## config.mk

```make
export PLATFORM = sky130hd
export DESIGN_NAME = uart_aux_modes
export DESIGN_NICKNAME = d
export VERILOG_FILES = /design/src/logic/uart_aux_pkg.sv /design/src/logic/uart_aux_modes.sv /design/src/logic/aux_fifo.sv
export SDC_FILE = /design/constraint.sdc
export NUM_CORES = 1
export LEC_CHECK = 0
export BUFFER_PORTS_ARGS = -buffer_cell sky130_fd_sc_hd__buf_2
export CAP_MARGIN = 20
export CORE_ASPECT_RATIO = 1.75
export CORE_MARGIN = 5
export CORE_UTILIZATION = 30
export CTS_CLUSTER_SIZE = 10
export DETAILED_ROUTE_END_ITERATION = 8
export GPL_TIMING_DRIVEN = 0
export PLACE_DENSITY = 0.44
export SLEW_MARGIN = 20
export SYNTH_ARGS = -nofsm -noshare
export SYNTH_HDL_FRONTEND = slang
export SYNTH_SLANG_ARGS = --single-unit
export TNS_END_PERCENT = 20
```

## constraint.sdc

```tcl
create_clock -name ref_clk_in -period 2.35 [get_ports ref_clk_in]
set_input_delay 0.3525 -clock ref_clk_in [delete_from_list [all_inputs] [get_ports ref_clk_in]]
set_output_delay 0.3525 -clock ref_clk_in [all_outputs]
set_load 0.005 [all_outputs]
```

## src/logic/uart_aux_pkg.sv

```systemverilog
// Package with constants and types shared by the auxiliary-mode UART logic.
package uart_aux_pkg;

   // ****************************************
   // Timing and encoding constants
   // ****************************************
   localparam logic [4:0]  IR_PULSE_SLOW   = 5'h03;     // Pulse ticks, 3/16 bit.
   localparam logic [4:0]  IR_PULSE_FAST   = 5'h04;     // Pulse ticks, 1/4 bit.
   localparam int          FIFO_DEPTH      = 8;         // Receive buffer depth.
   localparam int          RX_WORD_W       = 9;         // Byte plus parity-error flag.

   // ****************************************
   // Reset values
   // ****************************************
   localparam logic        RST_RX_ENABLE   = 1'b0;      // Receiver starts disabled.
   localparam logic        RST_WAKE_IRQ    = 1'b0;      // Wake interrupt latched off.

   // ****************************************
   // Power state enumeration
   // ****************************************
   typedef enum logic [1:0] {
      PWR_AWAKE,
      PWR_SLEEP,
      PWR_SAVE
   } pwr_state_type;

endpackage

```

## src/logic/uart_aux_modes.sv

```systemverilog
// Auxiliary UART modes: multidrop, infrared, sleep and power-save, wake interrupt, loopback.
//
// Operation
// - Normal multidrop when select set, detect off.
// - Disabled receiver drops data, keeps address bytes.
// - Enabled receiver takes data; addresses still flagged.
// - Auto address when select and detect set.
// - Auto mode discards data while receiver disabled.
// - Matching address enables receiver, pushes with parity.
// - Non-matching address disables receiver, byte dropped.
// - Slow infrared: 3/16-bit pulse per zero.
// - Fast infrared: quarter-bit pulse per zero.
// - Infrared enable bit switches encoder and decoder.
// - Infrared receive idles low; pulse gives zero.
// - Sleep only when all idle conditions hold.
// - Oscillator output stops while asleep.
// - Wake on start bit, write or modem change.
// - Return to sleep after interrupts serviced.
// - Auto sleep persists until enable cleared.
// - Power-save isolates bus; wakes on start bit or modem change, not write.
// - Power-save ends on sleep disable or pin low.
// - Wake interrupt gated by enable, off after reset.
// - Loopback routes transmit shifter to receiver.
// - Loopback holds pins, ignores modem inputs.
// - Address match compares programmed word length only.
module uart_aux_modes
   import uart_aux_pkg::*;
#(
   parameter int DEPTH = FIFO_DEPTH
) (
   // ****************************************
   // Clock, reset and enable
   // ****************************************
   input  wire logic       ref_clk_in,
   input  wire logic       rst_in,
   input  wire logic       clk_en_in,
   // Configuration bits.
   input  wire logic       multidrop_sel_in,      // Multidrop select.
   input  wire logic       enhanced_unlock_in,    // Enhanced unlock.
   input  wire logic       special_detect_in,     // Special detect.
   input  wire logic [7:0] second_stop_char_in,   // Slave address.
   input  wire logic [1:0] word_len_in,           // Word length, 0 is five bits.
   input  wire logic       rx_enable_sw_in,       // Pulse: enable receiver.
   input  wire logic       rx_disable_sw_in,      // Pulse: disable receiver.
   input  wire logic       ir_enable_in,          // Infrared enable.
   input  wire logic       ir_fast_in,            // Infrared speed bit.
   input  wire logic       loopback_in,           // Loopback bit.
   input  wire logic       sleep_enable_in,       // Sleep enable.
   input  wire logic       wake_irq_enable_in,    // Wake interrupt enable.
   input  wire logic       power_save_input,      // Power-save pin.
   // Status from the core UART.
   input  wire logic       irq_pending_in,        // Any interrupt pending.
   input  wire logic [3:0] modem_delta_in,        // Modem change bits.
   input  wire logic       divisor_nonzero_in,    // Divisor nonzero.
   input  wire logic       tx_fifo_empty_in,      // Transmit FIFO empty.
   input  wire logic       irq_serviced_in,       // Interrupt serviced.
   // Receive path from the core deserialiser.
   input  wire logic       rx_byte_valid_in,      // Pulse: byte received.
   input  wire logic [7:0] rx_byte_in,            // Received character.
   input  wire logic       rx_parity_in,          // Received parity bit.
   // Transmit side.
   input  wire logic       tx_shift_in,           // Transmit shifter output.
   input  wire logic       tx_write_in,           // Transmitter write.
   input  wire logic       sample_tick_in,        // Sixteen-times bit tick.
   input  wire logic       bit_start_in,          // Bit start tick.
   // Bus-side isolation.
   input  wire logic       bus_active_in,         // Bus activity.
   // Serial and modem pins.
   input  wire logic       rx_pin_in,             // Receive pin.
   input  wire logic [3:0] modem_pins_in,         // Modem inputs, low active.
   input  wire logic       rts_core_in,           // Request-to-send from the core.
   input  wire logic       dtr_core_in,           // Terminal-ready from the core.
   // ****************************************
   // Outputs
   // ****************************************
   output      logic       rx_line_out,           // Serial input to the receiver.
   output      logic [3:0] modem_core_out,        // Modem inputs seen by the core.
   output      logic       tx_pin_out,            // Transmit pin.
   output      logic       rts_pin_out,           // Request-to-send pin.
   output      logic       dtr_pin_out,           // Terminal-ready pin.
   output      logic       rx_enabled_out,        // Receiver enable state.
   output      logic       line_status_irq_out,   // Pulse on address byte; in auto mode only on a matching address.
   output      logic       special_char_out,      // Pulse on character match.
   output      logic       osc_run_out,           // Oscillator running.
   output      logic       bus_isolate_out,       // Bus inputs isolated.
   output      logic       asleep_out,            // Device asleep.
   output      logic       wake_irq_out,          // Wake interrupt level.
   // Receive buffer toward the host side.
   output      logic       rx_valid_out,
   input  wire logic       rx_ready_in,
   output      logic [8:0] rx_data_out,           // Bit 8 is the parity-error flag.
   output      logic       rx_overrun_out         // Pulse: byte lost.
);

   // ****************************************
   // State record
   // ****************************************
   typedef struct packed {
      logic          rx_en;       // Receiver enable.
      pwr_state_type pwr;         // Power state.
      logic          wake_irq;    // Sticky wake interrupt.
      logic          rx_prev;     // Previous receive line level.
      logic [3:0]    modem_prev;  // Previous modem inputs.
      logic [4:0]    ir_cnt;      // Infrared pulse tick counter.
      logic          ir_pulse;    // Infrared transmit pulse.
      logic          lsr_irq;     // Line-status pulse.
      logic          spc;         // Special character pulse.
      logic          ovr;         // Overrun pulse.
      logic [8:0]    push_data;   // Byte waiting to enter the buffer.
      logic          push;        // Push request.
   } aux_state_type;

   aux_state_type s_q;            // Registered state.
   aux_state_type s_d;            // Next state.
   logic          fifo_in_ready;  // Buffer can accept.
   logic          fifo_empty;     // Buffer holds nothing.
   logic          line_in;        // Selected serial input.
   logic [7:0]    len_mask;       // Compare mask from word length.
   logic          addr_match;     // Address equals slave character.
   logic          is_addr;        // Parity one marks an address byte.
   logic          md_on;          // Multidrop active.
   logic          auto_addr;      // Automatic address detection active.
   logic          rx_idle;        // Receive line idle.
   logic          wake_event;     // Any wake cause.
   logic [4:0]    ir_width;       // Pulse width for chosen infrared speed.

   // ****************************************
   // Receive buffer instance
   // ****************************************
   aux_fifo #(.WIDTH(RX_WORD_W), .DEPTH(DEPTH)) u_rx_fifo (
      .ref_clk_in    (ref_clk_in),
      .rst_in        (rst_in),
      .clk_en_in     (clk_en_in),
      .in_valid_in   (s_q.push),
      .in_ready_out  (fifo_in_ready),
      .in_data_in    (s_q.push_data),
      .out_valid_out (rx_valid_out),
      .out_ready_in  (rx_ready_in),
      .out_data_out  (rx_data_out)
   );
   assign fifo_empty = !rx_valid_out && !s_q.push;

   // Loopback, infrared or plain line into the receiver.
   always_comb begin
      if (loopback_in) begin
         line_in = tx_shift_in;
      end else if (ir_enable_in) begin
         line_in = !rx_pin_in;
      end else begin
         line_in = rx_pin_in;
      end
   end
   assign rx_line_out = line_in;

   // Modem inputs are masked inactive (high) in loopback.
   assign modem_core_out = loopback_in ? 4'hf : modem_pins_in;

   // Pins: mark on transmit, modem outputs released during loopback.
   assign tx_pin_out  = loopback_in ? 1'b1 : (ir_enable_in ? s_q.ir_pulse : tx_shift_in);
   assign rts_pin_out = loopback_in ? 1'b1 : rts_core_in;
   assign dtr_pin_out = loopback_in ? 1'b1 : dtr_core_in;

   // Compare only the programmed character bits.
   assign len_mask   = 8'hff >> (3'h3 - {1'b0, word_len_in});
   assign addr_match = ((rx_byte_in ^ second_stop_char_in) & len_mask) == 8'h00;
   assign is_addr    = rx_parity_in;
   assign md_on      = multidrop_sel_in && enhanced_unlock_in;
   assign auto_addr  = md_on && special_detect_in;
   assign ir_width   = (ir_fast_in && enhanced_unlock_in) ? IR_PULSE_FAST : IR_PULSE_SLOW;

   // Idle level depends on mode; loopback counts as idle.
   assign rx_idle = loopback_in || (ir_enable_in ? !rx_pin_in : rx_pin_in);

   // Writes cannot wake through isolation.
   assign wake_event = (s_q.rx_prev && !line_in)
                     || (modem_core_out != s_q.modem_prev)
                     || (tx_write_in && (s_q.pwr != PWR_SAVE));

   // Outputs from registered state.
   assign rx_enabled_out      = s_q.rx_en;
   assign line_status_irq_out = s_q.lsr_irq;
   assign special_char_out    = s_q.spc;
   assign rx_overrun_out      = s_q.ovr;
   assign asleep_out          = (s_q.pwr != PWR_AWAKE);
   assign osc_run_out         = (s_q.pwr == PWR_AWAKE);
   assign bus_isolate_out     = (s_q.pwr == PWR_SAVE) && !bus_active_in;
   assign wake_irq_out        = s_q.wake_irq;

   // ****************************************
   // Next-state logic
   // ****************************************
   always_comb begin
      s_d            = s_q;
      s_d.lsr_irq    = 1'b0;
      s_d.spc        = 1'b0;
      s_d.ovr        = 1'b0;
      s_d.rx_prev    = line_in;
      s_d.modem_prev = modem_core_out;
      // A pending push waits for room in the buffer.
      if (s_q.push && fifo_in_ready) begin
         s_d.push = 1'b0;
      end

      // Software receiver control; hardware decisions below override it.
      if (rx_enable_sw_in) begin
         s_d.rx_en = 1'b1;
      end else if (rx_disable_sw_in) begin
         s_d.rx_en = 1'b0;
      end

      // Received byte filtering.
      if (rx_byte_valid_in) begin
         if (s_d.push && !fifo_in_ready) begin
            // Buffer blocked: this byte is lost.
            s_d.ovr = 1'b1;
         end else if (auto_addr) begin
            if (is_addr && addr_match) begin
               s_d.rx_en     = 1'b1;
               s_d.push      = 1'b1;
               s_d.push_data = {rx_parity_in, rx_byte_in};
               s_d.lsr_irq   = 1'b1;
            end else if (is_addr) begin
               s_d.rx_en = 1'b0;
            end else if (s_q.rx_en) begin
               s_d.push      = 1'b1;
               s_d.push_data = {1'b0, rx_byte_in};
            end
            // Data with receiver off is discarded here.
         end else if (md_on) begin
            if (is_addr) begin
               s_d.push      = 1'b1;
               s_d.push_data = {1'b1, rx_byte_in};
               s_d.lsr_irq   = 1'b1;
            end else if (s_q.rx_en) begin
               s_d.push      = 1'b1;
               s_d.push_data = {1'b0, rx_byte_in};
            end
         end else begin
            s_d.push      = 1'b1;
            s_d.push_data = {1'b0, rx_byte_in};
            s_d.spc       = special_detect_in && enhanced_unlock_in && addr_match;
         end
      end

      // Infrared encoder: pulse on each zero bit.
      if (bit_start_in && sample_tick_in) begin
         s_d.ir_cnt   = tx_shift_in ? 5'h00 : ir_width;
         s_d.ir_pulse = !tx_shift_in;
      end else if (sample_tick_in && s_q.ir_cnt != 5'h00) begin
         s_d.ir_cnt   = s_q.ir_cnt - 5'h01;
         s_d.ir_pulse = (s_q.ir_cnt != 5'h01);
      end

      // Power state machine.
      case (s_q.pwr)
         PWR_AWAKE: begin
            // All idle conditions.
            if (sleep_enable_in && !irq_pending_in && modem_delta_in == 4'h0 && rx_idle
                && divisor_nonzero_in && tx_fifo_empty_in && fifo_empty && !wake_event) begin
               s_d.pwr = power_save_input ? PWR_SAVE : PWR_SLEEP;
            end
         end
         PWR_SLEEP, PWR_SAVE: begin
            if (wake_event || !sleep_enable_in) begin
               s_d.pwr = PWR_AWAKE;
               if (wake_event && wake_irq_enable_in) begin
                  s_d.wake_irq = 1'b1;
               end
            end else if (s_q.pwr == PWR_SAVE && !power_save_input) begin
               s_d.pwr = PWR_SLEEP;
            end else if (s_q.pwr == PWR_SLEEP && power_save_input) begin
               s_d.pwr = PWR_SAVE;
            end
         end
         default: begin
            s_d.pwr = PWR_AWAKE;
         end
      endcase

      // Servicing clears the wake interrupt unless a new wake sets it again.
      if (irq_serviced_in && !(s_d.wake_irq && !s_q.wake_irq)) begin
         s_d.wake_irq = 1'b0;
      end
      if (!wake_irq_enable_in) begin
         s_d.wake_irq = 1'b0;
      end
   end

   // ****************************************
   // State register
   // ****************************************
   // Synchronous reset; the clock enable freezes all state.
   always_ff @(posedge ref_clk_in) begin
      if (rst_in) begin
         s_q          <= '0;
         s_q.rx_en    <= RST_RX_ENABLE;
         s_q.wake_irq <= RST_WAKE_IRQ;
         s_q.pwr      <= PWR_AWAKE;
         s_q.rx_prev  <= 1'b1;
      end else if (clk_en_in) begin
         s_q <= s_d;
      end
   end
endmodule

```

## src/logic/aux_fifo.sv

```systemverilog
// Synchronous flip-flop FIFO with valid and ready on both sides.
module aux_fifo
   import uart_aux_pkg::*;
#(
   parameter int WIDTH = RX_WORD_W,
   parameter int DEPTH = FIFO_DEPTH
) (
   // Clock, reset and enable.
   input  wire logic             ref_clk_in,
   input  wire logic             rst_in,
   input  wire logic             clk_en_in,
   // Filling side.
   input  wire logic             in_valid_in,
   output      logic             in_ready_out,
   input  wire logic [WIDTH-1:0] in_data_in,
   // Draining side.
   output      logic             out_valid_out,
   input  wire logic             out_ready_in,
   output      logic [WIDTH-1:0] out_data_out
);
   localparam int AW = $clog2(DEPTH);

   // All state kept in one packed record.
   typedef struct packed {
      logic [DEPTH-1:0][WIDTH-1:0] mem;
      logic [AW-1:0]               wr;
      logic [AW-1:0]               rd;
      logic [AW:0]                 cnt;
   } fifo_state_type;

   fifo_state_type s_q;   // Registered state.
   fifo_state_type s_d;   // Next state.
   logic           push;  // Accepted write.
   logic           pop;   // Accepted read.

   // Handshakes are honest: full refuses, empty shows no data.
   assign in_ready_out  = (s_q.cnt != DEPTH[AW:0]);
   assign out_valid_out = (s_q.cnt != '0);
   assign out_data_out  = s_q.mem[s_q.rd];
   assign push          = in_valid_in && in_ready_out;
   assign pop           = out_valid_out && out_ready_in;

   // Next state.
   always_comb begin
      s_d = s_q;
      if (push) begin
         s_d.mem[s_q.wr] = in_data_in;
         s_d.wr          = (s_q.wr == AW'(DEPTH - 1)) ? '0 : s_q.wr + 1'b1;
      end
      if (pop) begin
         s_d.rd = (s_q.rd == AW'(DEPTH - 1)) ? '0 : s_q.rd + 1'b1;
      end
      s_d.cnt = s_q.cnt + (AW+1)'(push) - (AW+1)'(pop);
   end

   // State register; clock enable freezes everything.
   always_ff @(posedge ref_clk_in) begin
      if (rst_in) begin
         s_q <= '0;
      end else if (clk_en_in) begin
         s_q <= s_d;
      end
   end
endmodule

```

==> qor.yml, run 1 <==
synthTopCellsByArea: "dfxtp_1, mux2i_1, nor2_1, mux4_2, ha_1"
routed_wl_um: 15400
die-area_um2: 21100
start_kind: "flip-flop"
post-route-period-util: 0.970
gp_congestion: 0.818
first_global_vias: 4394
ant_nets: 0
die_height_um: 188
ys_seq_elements: 110
antenna_found_initial: 0
layout-drive-gt1-share: 0.241
grt_pass1_wl_um: 24000
synth_area_per_cell_um2: 9.63
crit_chain: "buf_8 > mux4_2 > mux2_2 > buf_2"
max_freq_ghz: 0.439
coreArea_um2: 18000
port_buffers: 78
p_int_uw: 2910
wirelength_met1_um: 6090
worstSkewPairLatency_ns: 0.35
area_growth_pct: 18.4
vias: 4313
cap_violations: 0
drc: 0
period_minus_slack_ns: 2.28
drv_slew: 0
rsz0062_at_grt: "false"
power_density_nw_per_um2: 625
pwr-share-seq: 0.485
required_ns: 2.00
crit_type: "reg2out"
worstMarginPinSlew_ns: 0.843
total_power_uw: 4030
cts_root_buffer: "clkbuf_16"
cts_buffer_depth: 2
power_frac_comb: 0.161
hold_path.startpoint: "rx_byte_in[6]"
netlist_area_um2: 5450
critPathMaxFanout: 10
max-slew-margin-rel: 0.438
crit_arrival_ns: 1.93
endpoint_kind: "output pin"
path_clk_slew_ns: 0.07
drt_iter0_drc: 177
numCtsBuffers: 9
yosys_warnings: 0
totalNegativeSetupSlack_ns: 0
outcome: "finished, final reports clean"
n_antenna_cell: 0
cpPeakStageDelay_ns: 0.56
synth_common_cells: "nor2_1, dfxtp_1, mux2i_1, clkbuf_1, nand2_1"
setup_violations: 0
via_per_inst: 4.82
switchingPower_uw: 1120
dr_wl_met3_um: 602
synth_area_leader_cell: "dfxtp_1"
grt_overflow_total: 0
cts_tree: "built"
ys_seq_area_frac: 0.404
hold_buffers: 0
worstReg2RegStart: "u_rx_fifo.s_q[2]"
h-tree-depth: 3
synthCells: 566
power.leakage_uw: 0.00272
final.setup_skew_ns: 0.00992
p_sw_frac: 0.277
hold_viol_final: 0
synth-main-ff-cell: "dfxtp_1"
die_w_um: 112
maxUsedRoutingLayer: "met4"
nets: 728
io_pins: 81
ir_worst_vdd_v: 0.000327
avgRoutedWirePerCell_um: 17.3
syn_nets: 639
synth_edf_count: 0
synth_top_area_frac: 0.404
hp-class: "in2reg"
start_util: 0.303
grt_max_degree: 18
synth-async-reset-ratio: 0
clockPowerShare: 0.354
cts_sinks: 110
fillCellCount: 1862
wl_met2_um: 8270
grtUsageTotal: 0.148
hpwl_um: 11500
drt_first_pass_iters: 4
crit_slowest_cell: "mux4_2"
yosysMostFrequentCell: "nor2_1"
critPathLaunch: "u_rx_fifo.s_q[4]"
yosysUniqueCellTypes: 53
rows: 65
==> critical path, delay by kind of cell, from the launching register on <==
kind                   cells  cell delay (ns)
flip-flops                 1             0.38
multiplexers               2             0.87
buffers and inverters      2             0.33
==> flip-flops by register name, indices dropped and copies added, names as in the netlist <==
signal / count
u_rx_fifo.s_q: 82
special_char_out: 1
wake_irq_out: 1
s_q: 23
rx_overrun_out: 1
rx_enabled_out: 1
line_status_irq_out: 1
==> metrics by stage <==
stage | hold slack [ns] | cell area (um^2) | util | cells | setup slack (ns)
floorplan | 0.446 | 5450 | - | 566 | 0.257
global placement | 0.467 | 6130 | 0.341 | 878 | -0.252
detailed placement | 0.476 | 6130 | 0.341 | 878 | -0.216
CTS | 0.258 | 6440 | 0.358 | 894 | 0.0290
global route | 0.269 | 6450 | 0.359 | 894 | 0.00534
finish | 0.263 | 6450 | 0.359 | 894 | 0.0700
==> cell usage in the layout (no fill, tap or decap), types with 10 or more instances in the layout <==
cell,count
buf_2,86
clkbuf_1,26
inv_1,20
xor2_1,10
a21oi_1,20
mux2i_1,88
nand2_1,26
dfxtp_1,108
nor2_1,111
ha_1,15
mux4_2,18
==> cells by family after synthesis <==
kind of cell,after synthesis,share of synthesized area
flip-flops,110,0.404
AND/OR/NAND/NOR,188,0.157
XOR/XNOR,14,0.0225
adder cells (fa/ha/maj),18,0.0427
buffers and inverters,65,0.0512
AO/OA/AOI/OAI,55,0.0661
multiplexers,116,0.257
==> routing by layer <==
metal / vias to the layer above / track usage
li1: 2132 / -
met1: 2067 / 0.163
met2: 97 / 0.276
met3: 17 / 0.0292
met4: 0 / 0.0585
met5: - / 0
==> what timing repair did <==
item | CTS | global route
pin swaps | 0 | 1
setup buffers | 0 | 0
gates resized for setup | 13 | 7
setup endpoints to repair | 10 | 1
==> final timing paths <==
kind                      endpoint  cells after the start  slack (ns)
hold reg to reg     rx_enabled_out                      2        0.48
setup / recovery    rx_data_out[2]                      4        0.07
setup reg to reg  u_rx_fifo.s_q[2]                     13        0.15
hold / removal              s_q[7]                      3        0.26
==> area by class of cell <==
| class | instances | area, um^2 | area share |
|---|---|---|---|
| clock buffers | 10 | 229 | 0.0355 |
| inverters | 21 | 78.8 | 0.0122 |
| well taps | 234 | 293 | 0.0454 |
| plain buffers | 44 | 236 | 0.0366 |
| clock inverters | 6 | 37.5 | 0.00582 |
| repair buffers | 78 | 390 | 0.0605 |
| flip-flops and latches | 110 | 2200 | 0.342 |
| multi-input cells | 391 | 2990 | 0.462 |
==> power by group through the flow <==
stage	sequential, uW	combinational, uW	clock (uW)
3_5_place_dp	1990	629	0
2_1_floorplan	1980	419	0
4_1_cts	1950	645	1470
3_3_place_gp	1990	617	0
5_1_grt	1960	731	1530
6_report	1960	648	1430
No activity file was read; power rests on OpenSTA's default activity.
==> run 2, diff against run 1 <==
--- a/config.mk
+++ b/config.mk
@@ -5,7 +5,7 @@
 export SDC_FILE = /design/constraint.sdc
 export NUM_CORES = 1
 export LEC_CHECK = 0
-export BUFFER_PORTS_ARGS = -buffer_cell sky130_fd_sc_hd__buf_2
+export BUFFER_PORTS_ARGS = -buffer_cell sky130_fd_sc_hd__clkbuf_2
 export CAP_MARGIN = 20
 export CORE_ASPECT_RATIO = 1.75
 export CORE_MARGIN = 5
==> qor.yml, run 2 (synthesis results as in run 1) <==
vias: 4262  # -1.2%
final_common_cell: "nor2_1"
area_growth_pct: 18.5
crit_slowest_cell: "mux4_2"
ant_nets: 0  # unchanged
drt_iter0_drc: 160  # -9.6%
gp_congestion: 0.815  # -0.37%
pwr-share-seq: 0.482  # -0.003
max_freq_ghz: 0.441  # +0.61%
required_ns: 2.00  # about the same
n_antenna_cell: 0  # unchanged
worstSkewPairLatency_ns: 0.36  # about the same
path_clk_slew_ns: 0.07  # about the same
post-route-period-util: 0.964  # -0.00587
hpwl_um: 11500  # +0.40%
drt_first_pass_iters: 4  # unchanged
r2r_cells: 12  # -1
layout-drive-gt1-share: 0.238  # -0.00303
grt_pass1_wl_um: 24600  # +2.5%
nets: 728  # unchanged
cp_num_buf_inv: 3  # +1
drv_slew: 0  # unchanged
outcome: "finished, final reports clean"
die_height_um: 188  # unchanged
power_frac_comb: 0.159  # -0.002
cpPeakStageDelay_ns: 0.36  # -0.20 ns
ir_worst_vdd_v: 0.000316  # -3.3%
regMostFlops: "u_rx_fifo.s_q"
via_per_inst: 4.77  # -1.2%
power_density_nw_per_um2: 629  # +0.64%
crit_type: "reg2out"
whs_ns: 0.262  # -0.000922 ns
reg_top3: "u_rx_fifo.s_q (82), s_q (23)"
r2r_end: "u_rx_fifo.s_q[2]"
cp_top_family: "multiplexers"
hold_path.startpoint: "rx_byte_in[0]"
cts_root_buffer: "clkbuf_16"
routed_wl_um: 15400  # -0.23%
stdcell_area_um2: 6460  # +0.12%
grtUsageTotal: 0.152  # +0.00335
totalNegativeSetupSlack_ns: 0  # unchanged
final.setup_skew_ns: 0.00775  # -0.00218 ns
setup_violations: 0  # unchanged
clockPowerShare: 0.359  # +0.005
crit_arrival_ns: 1.91  # -0.02 ns
cts_sinks: 110  # unchanged
die-area_um2: 21100  # unchanged
h-tree-depth: 3  # unchanged
avgRoutedWirePerCell_um: 17.2  # -0.23%
grt_overflow_total: 0  # unchanged
largest_reg_flops: 82  # unchanged
start_kind: "flip-flop"
mostFrequentLayoutCells: "nor2_1, dfxtp_1, mux2i_1"
first_global_vias: 4575  # +4.1%
p_int_uw: 2970  # +1.9%
numCtsBuffers: 9  # unchanged
placed_area_um2: 6130  # unchanged
port_buffers: 78  # unchanged
critPathMaxFanout: 10  # unchanged
min_path_cells: 3  # unchanged
fillCellCount: 1861  # -0.054%
die_w_um: 112  # unchanged
rows: 65  # unchanged
rrSetupSlack_ns: 0.15  # about the same
start_util: 0.303  # unchanged
whs_endpoint: "s_q[1]"
hp-class: "in2reg"
drc: 0  # unchanged
p_sw_frac: 0.269  # -0.00856
cap_violations: 0  # unchanged
crit_chain: "buf_6 > clkbuf_8 > mux4_2 > mux2_2 > clkbuf_2"
hold_viol_final: 0  # unchanged
switchingPower_uw: 1090  # -2.4%
power.leakage_uw: 0.00273  # +0.41%
cts_tree: "built"
antenna_found_initial: 0  # unchanged
coreArea_um2: 18000  # unchanged
worstReg2RegStart: "u_rx_fifo.s_q[1]"
period_minus_slack_ns: 2.27  # -0.0138 ns
endpoint_kind: "output pin"
hold_buffers: 0  # unchanged
io_pins: 81  # unchanged
worstMarginPinSlew_ns: 0.815  # -0.0286 ns
grt_max_degree: 17  # -1
max-slew-margin-rel: 0.457  # +0.0191
cts_buffer_depth: 2  # unchanged
## run 2: worst max-delay path by stage
| stage | startpoint | endpoint | slack [ns] | cells after the start |
|---|---|---|---|---|
| after floorplan | u_rx_fifo.s_q[1] | u_rx_fifo.s_q[2] | 0.26 | 12 |
| after global placement | u_rx_fifo.s_q[4] | rx_data_out[1] | -0.24 | 5 |
| after detailed placement | u_rx_fifo.s_q[4] | rx_data_out[1] | -0.21 | 5 |
| after CTS | u_rx_fifo.s_q[1] | u_rx_fifo.s_q[2] | 0.004 | 12 |
| after global routing | u_rx_fifo.s_q[1] | u_rx_fifo.s_q[2] | -0.002 | 12 |
| final | u_rx_fifo.s_q[5] | rx_data_out[2] | 0.08 | 5 |
## run 2: layout make-up
cell class	count	area (um^2)	area share
multi-input cells	391	2980	0.461
flip-flops and latches	110	2210	0.342
repair buffers	78	390	0.0604
well taps	234	293	0.0453
clock buffers	13	260	0.0403
plain buffers	44	236	0.0366
inverters	21	78.8	0.0122
clock inverters	3	18.8	0.00290
## run 2: metal layers
metal	up-vias	part of all wire	GRT usage	wire length (um)
met5	-	0	0	0
met4	0	0.034	0.0651	517
met3	23	0.046	0.0328	715
met2	112	0.53	0.281	8180
met1	2004	0.39	0.163	5980
li1	2123	-	-	-
## run 2: power groups by stage
stage	sequential (uW)	clock [uW]	combinational, uW
2_1_floorplan	1980	0	419
6_report	1960	1460	644
3_3_place_gp	1990	0	619
4_1_cts	1950	1510	648
3_5_place_dp	2000	0	631
5_1_grt	1970	1580	729
## run 2: timing repair
action / CTS / global route
hold endpoints to repair: 0 / 0
pin swaps: 0 / 1
buffers inserted: 0 / 0
endpoints found under the setup margin: 9 / 3
gates resized for setup: 12 / 7
## run 2: stage by stage
step | total power [uW] | util | instances | setup slack [ns]
6_report | 4060 | 0.360 | 894 | 0.0838
3_5_place_dp | 2630 | 0.341 | 878 | -0.212
3_3_place_gp | 2610 | 0.341 | 878 | -0.235
2_1_floorplan | 2400 | - | 566 | 0.257
4_1_cts | 4110 | 0.359 | 894 | 0.00403
5_1_grt | 4280 | 0.360 | 894 | -0.00185
## run 2: worst register-to-register path: stages (launching register included)
cell     delay (ns)
dfxtp_2        0.36
nor2_2         0.17
nand2_2        0.10
and2_4         0.17
ha_1           0.27
inv_1          0.06
ha_1           0.16
inv_1          0.06
fa_1           0.37
xor2_1         0.15
nor2_1         0.05
a21oi_1        0.12
nor2_1         0.05
==> run 3, diff against run 2 <==
--- a/config.mk
+++ b/config.mk
@@ -13,7 +13,7 @@
 export CTS_CLUSTER_SIZE = 10
 export DETAILED_ROUTE_END_ITERATION = 8
 export GPL_TIMING_DRIVEN = 0
-export PLACE_DENSITY = 0.44
+export PLACE_DENSITY = 0.46
 export SLEW_MARGIN = 20
 export SYNTH_ARGS = -nofsm -noshare
 export SYNTH_HDL_FRONTEND = slang
==> constraint.sdc (replaced) <==
create_clock -name ref_clk_in -period 1.9 [get_ports ref_clk_in]
set_input_delay 0.285 -clock ref_clk_in [delete_from_list [all_inputs] [get_ports ref_clk_in]]
set_output_delay 0.285 -clock ref_clk_in [all_outputs]
set_load 0.005 [all_outputs]
==> qor.yml, run 3 (synthesis results as in run 1) <==
first_global_vias: 4593  # +0.39%
maxUsedRoutingLayer: "met4"
max_freq_ghz: 0.470
violations: "setup timing"
cts_buffer_depth: 2  # unchanged
endpoint_kind: "output pin"
worstReg2RegStart: "u_rx_fifo.s_q[1]"
die-area_um2: 21100  # unchanged
gp_congestion: 0.770  # -5.4%
critPathLaunch: "u_rx_fifo.s_q[4]"
required_ns: 1.62  # -0.38 ns
avgRoutedWirePerCell_um: 18.3  # +6.1%
hold_viol_final: 0  # unchanged
cpPeakStageDelay_ns: 0.54  # +0.18 ns
regMostFlops: "u_rx_fifo.s_q"
grt_max_degree: 20  # +3
crit_type: "reg2out"
ant_nets: 0  # unchanged
grt_pass1_wl_um: 25000  # +1.8%
hp-class: "in2reg"
nets: 743  # +2.1%
drt_first_pass_iters: 4  # unchanged
pre_cts_slack_ns: -0.653  # -0.441 ns
final.setup_skew_ns: 0.0123  # +0.00455 ns
setup_violations: 12  # +12
totalNegativeSetupSlack_ns: -1.95  # -1.95 ns
cp_num_buf_inv: 2  # -1
hpwl_um: 11800  # +2.5%
worstSkewPairLatency_ns: 0.35  # about the same
start_util: 0.303  # unchanged
fin_ws_ns: -0.228  # -0.312 ns
crit_chain: "buf_12 > mux4_2 > mux2_4 > buf_6"
routed_wl_um: 16600  # +7.9%
dr_wl_met3_um: 542  # -24%
ir_worst_vdd_v: 0.000533  # +68%
cap_violations: 0  # unchanged
dpl.cell_count: 878  # unchanged
n_antenna_cell: 0  # unchanged
rows: 65  # unchanged
largest_reg_flops: 82  # unchanged
crit_slowest_cell: "mux4_2"
outcome: "finished, violations left"
power.leakage_uw: 0.00289  # +6.0%
die_height_um: 188  # unchanged
max-slew-margin-rel: 0.431  # -0.0257
post-route-period-util: 1.12
cts_tree: "built"
wirelength_met1_um: 6480  # +8.3%
drc: 0  # unchanged
wl_met2_um: 9120  # +12%
drt_iter0_drc: 189  # +18%
crit_arrival_ns: 1.84  # -0.07 ns
start_kind: "flip-flop"
layout-drive-gt1-share: 0.296  # +0.0584
via_per_inst: 4.93  # +3.4%
rsz0062_at_grt: "true"
h-tree-depth: 3  # unchanged
mostFrequentLayoutCells: "nor2_1, dfxtp_1, mux2i_1"
io_pins: 81  # unchanged
cp_top_family: "multiplexers"
area_growth_pct: 27.1
power_density_nw_per_um2: 800  # +27%
grtUsageTotal: 0.153  # +0.00175
drv_slew: 0  # unchanged
reg_top3: "u_rx_fifo.s_q (82), s_q (23)"
grt_overflow_total: 0  # unchanged
coreArea_um2: 18000  # unchanged
antenna_found_initial: 0  # unchanged
final_cells: 909  # +1.7%
hold_path.startpoint: "rx_byte_in[3]"
path_clk_slew_ns: 0.08  # about the same
cts_sinks: 110  # unchanged
worstMarginPinSlew_ns: 0.853  # +0.0385 ns
critPathMaxFanout: 5  # -5
cts_root_buffer: "clkbuf_16"
final_util: 0.386  # +0.0260
die_w_um: 112  # unchanged
vias: 4482  # +5.2%
period_minus_slack_ns: 2.13
final_common_cell: "nor2_1"
port_buffers: 78  # unchanged
numCtsBuffers: 9  # unchanged
==> run 3: worst paths after layout <==
| path | endpoint | slack (ns) | depth (start not counted) |
|---|---|---|---|
| worst max register to register | u_rx_fifo.s_q[2] | -0.12 | 12 |
| worst min-delay path | s_q[4] | 0.20 | 3 |
| worst min register to register | rx_enabled_out | 0.49 | 2 |
| worst max-delay path | rx_data_out[7] | -0.23 | 4 |
==> run 3: power breakdown <==
group          switching, uW  internal [uW]  total [uW]
clock network            923           1170        2100
logic                    526            481        1010
registers               66.6           2370        2440
total                   1520           4030        5540
==> run 3: layout make-up <==
class                      instances  area, um^2
multi-input combinational        392        3180
sequential                       110        2220
clock inverter                     7         100
fill                            1831       11000
timing repair buffer              93         543
buffer                            43         278
inverter                          21        81.3
clock buffer                       9         225
tap                              234         293
==> run 3: per-layer routing <==
| layer | vias to the layer above | GRT usage |
|---|---|---|
| met5 | - | 0 |
| met4 | 0 | 0.0632 |
| met3 | 23 | 0.0164 |
| met2 | 125 | 0.290 |
| met1 | 2168 | 0.172 |
| li1 | 2166 | - |
==> run 3: what timing repair did <==
action | in CTS | in global routing
endpoints found under the setup margin | 72 | 71
pin swaps | 11 | 9
hold buffers | 0 | 0
resized for setup | 45 | 26
cloned | 1 | 4
setup buffers | 4 | 7
==> run 3: worst reg2reg max path: cells and delay by family (launching register included) <==
kind / cells / cell delay [ns]
AND/OR/NAND/NOR: 5 / 0.49
AO/OA/AOI/OAI: 1 / 0.12
adder cells (fa/ha/maj): 3 / 0.66
flip-flops: 1 / 0.37
XOR/XNOR: 1 / 0.14
buffers and inverters: 2 / 0.09
==> run 3: through the flow <==
step	instance area (um^2)	hold slack, ns	power (uW)
after floorplan	5510	0.429	3060
after global placement	6200	0.467	3320
after detailed placement	6200	0.471	3340
after CTS	6740	0.190	5540
after global routing	6930	0.218	5820
final	6930	0.198	5540
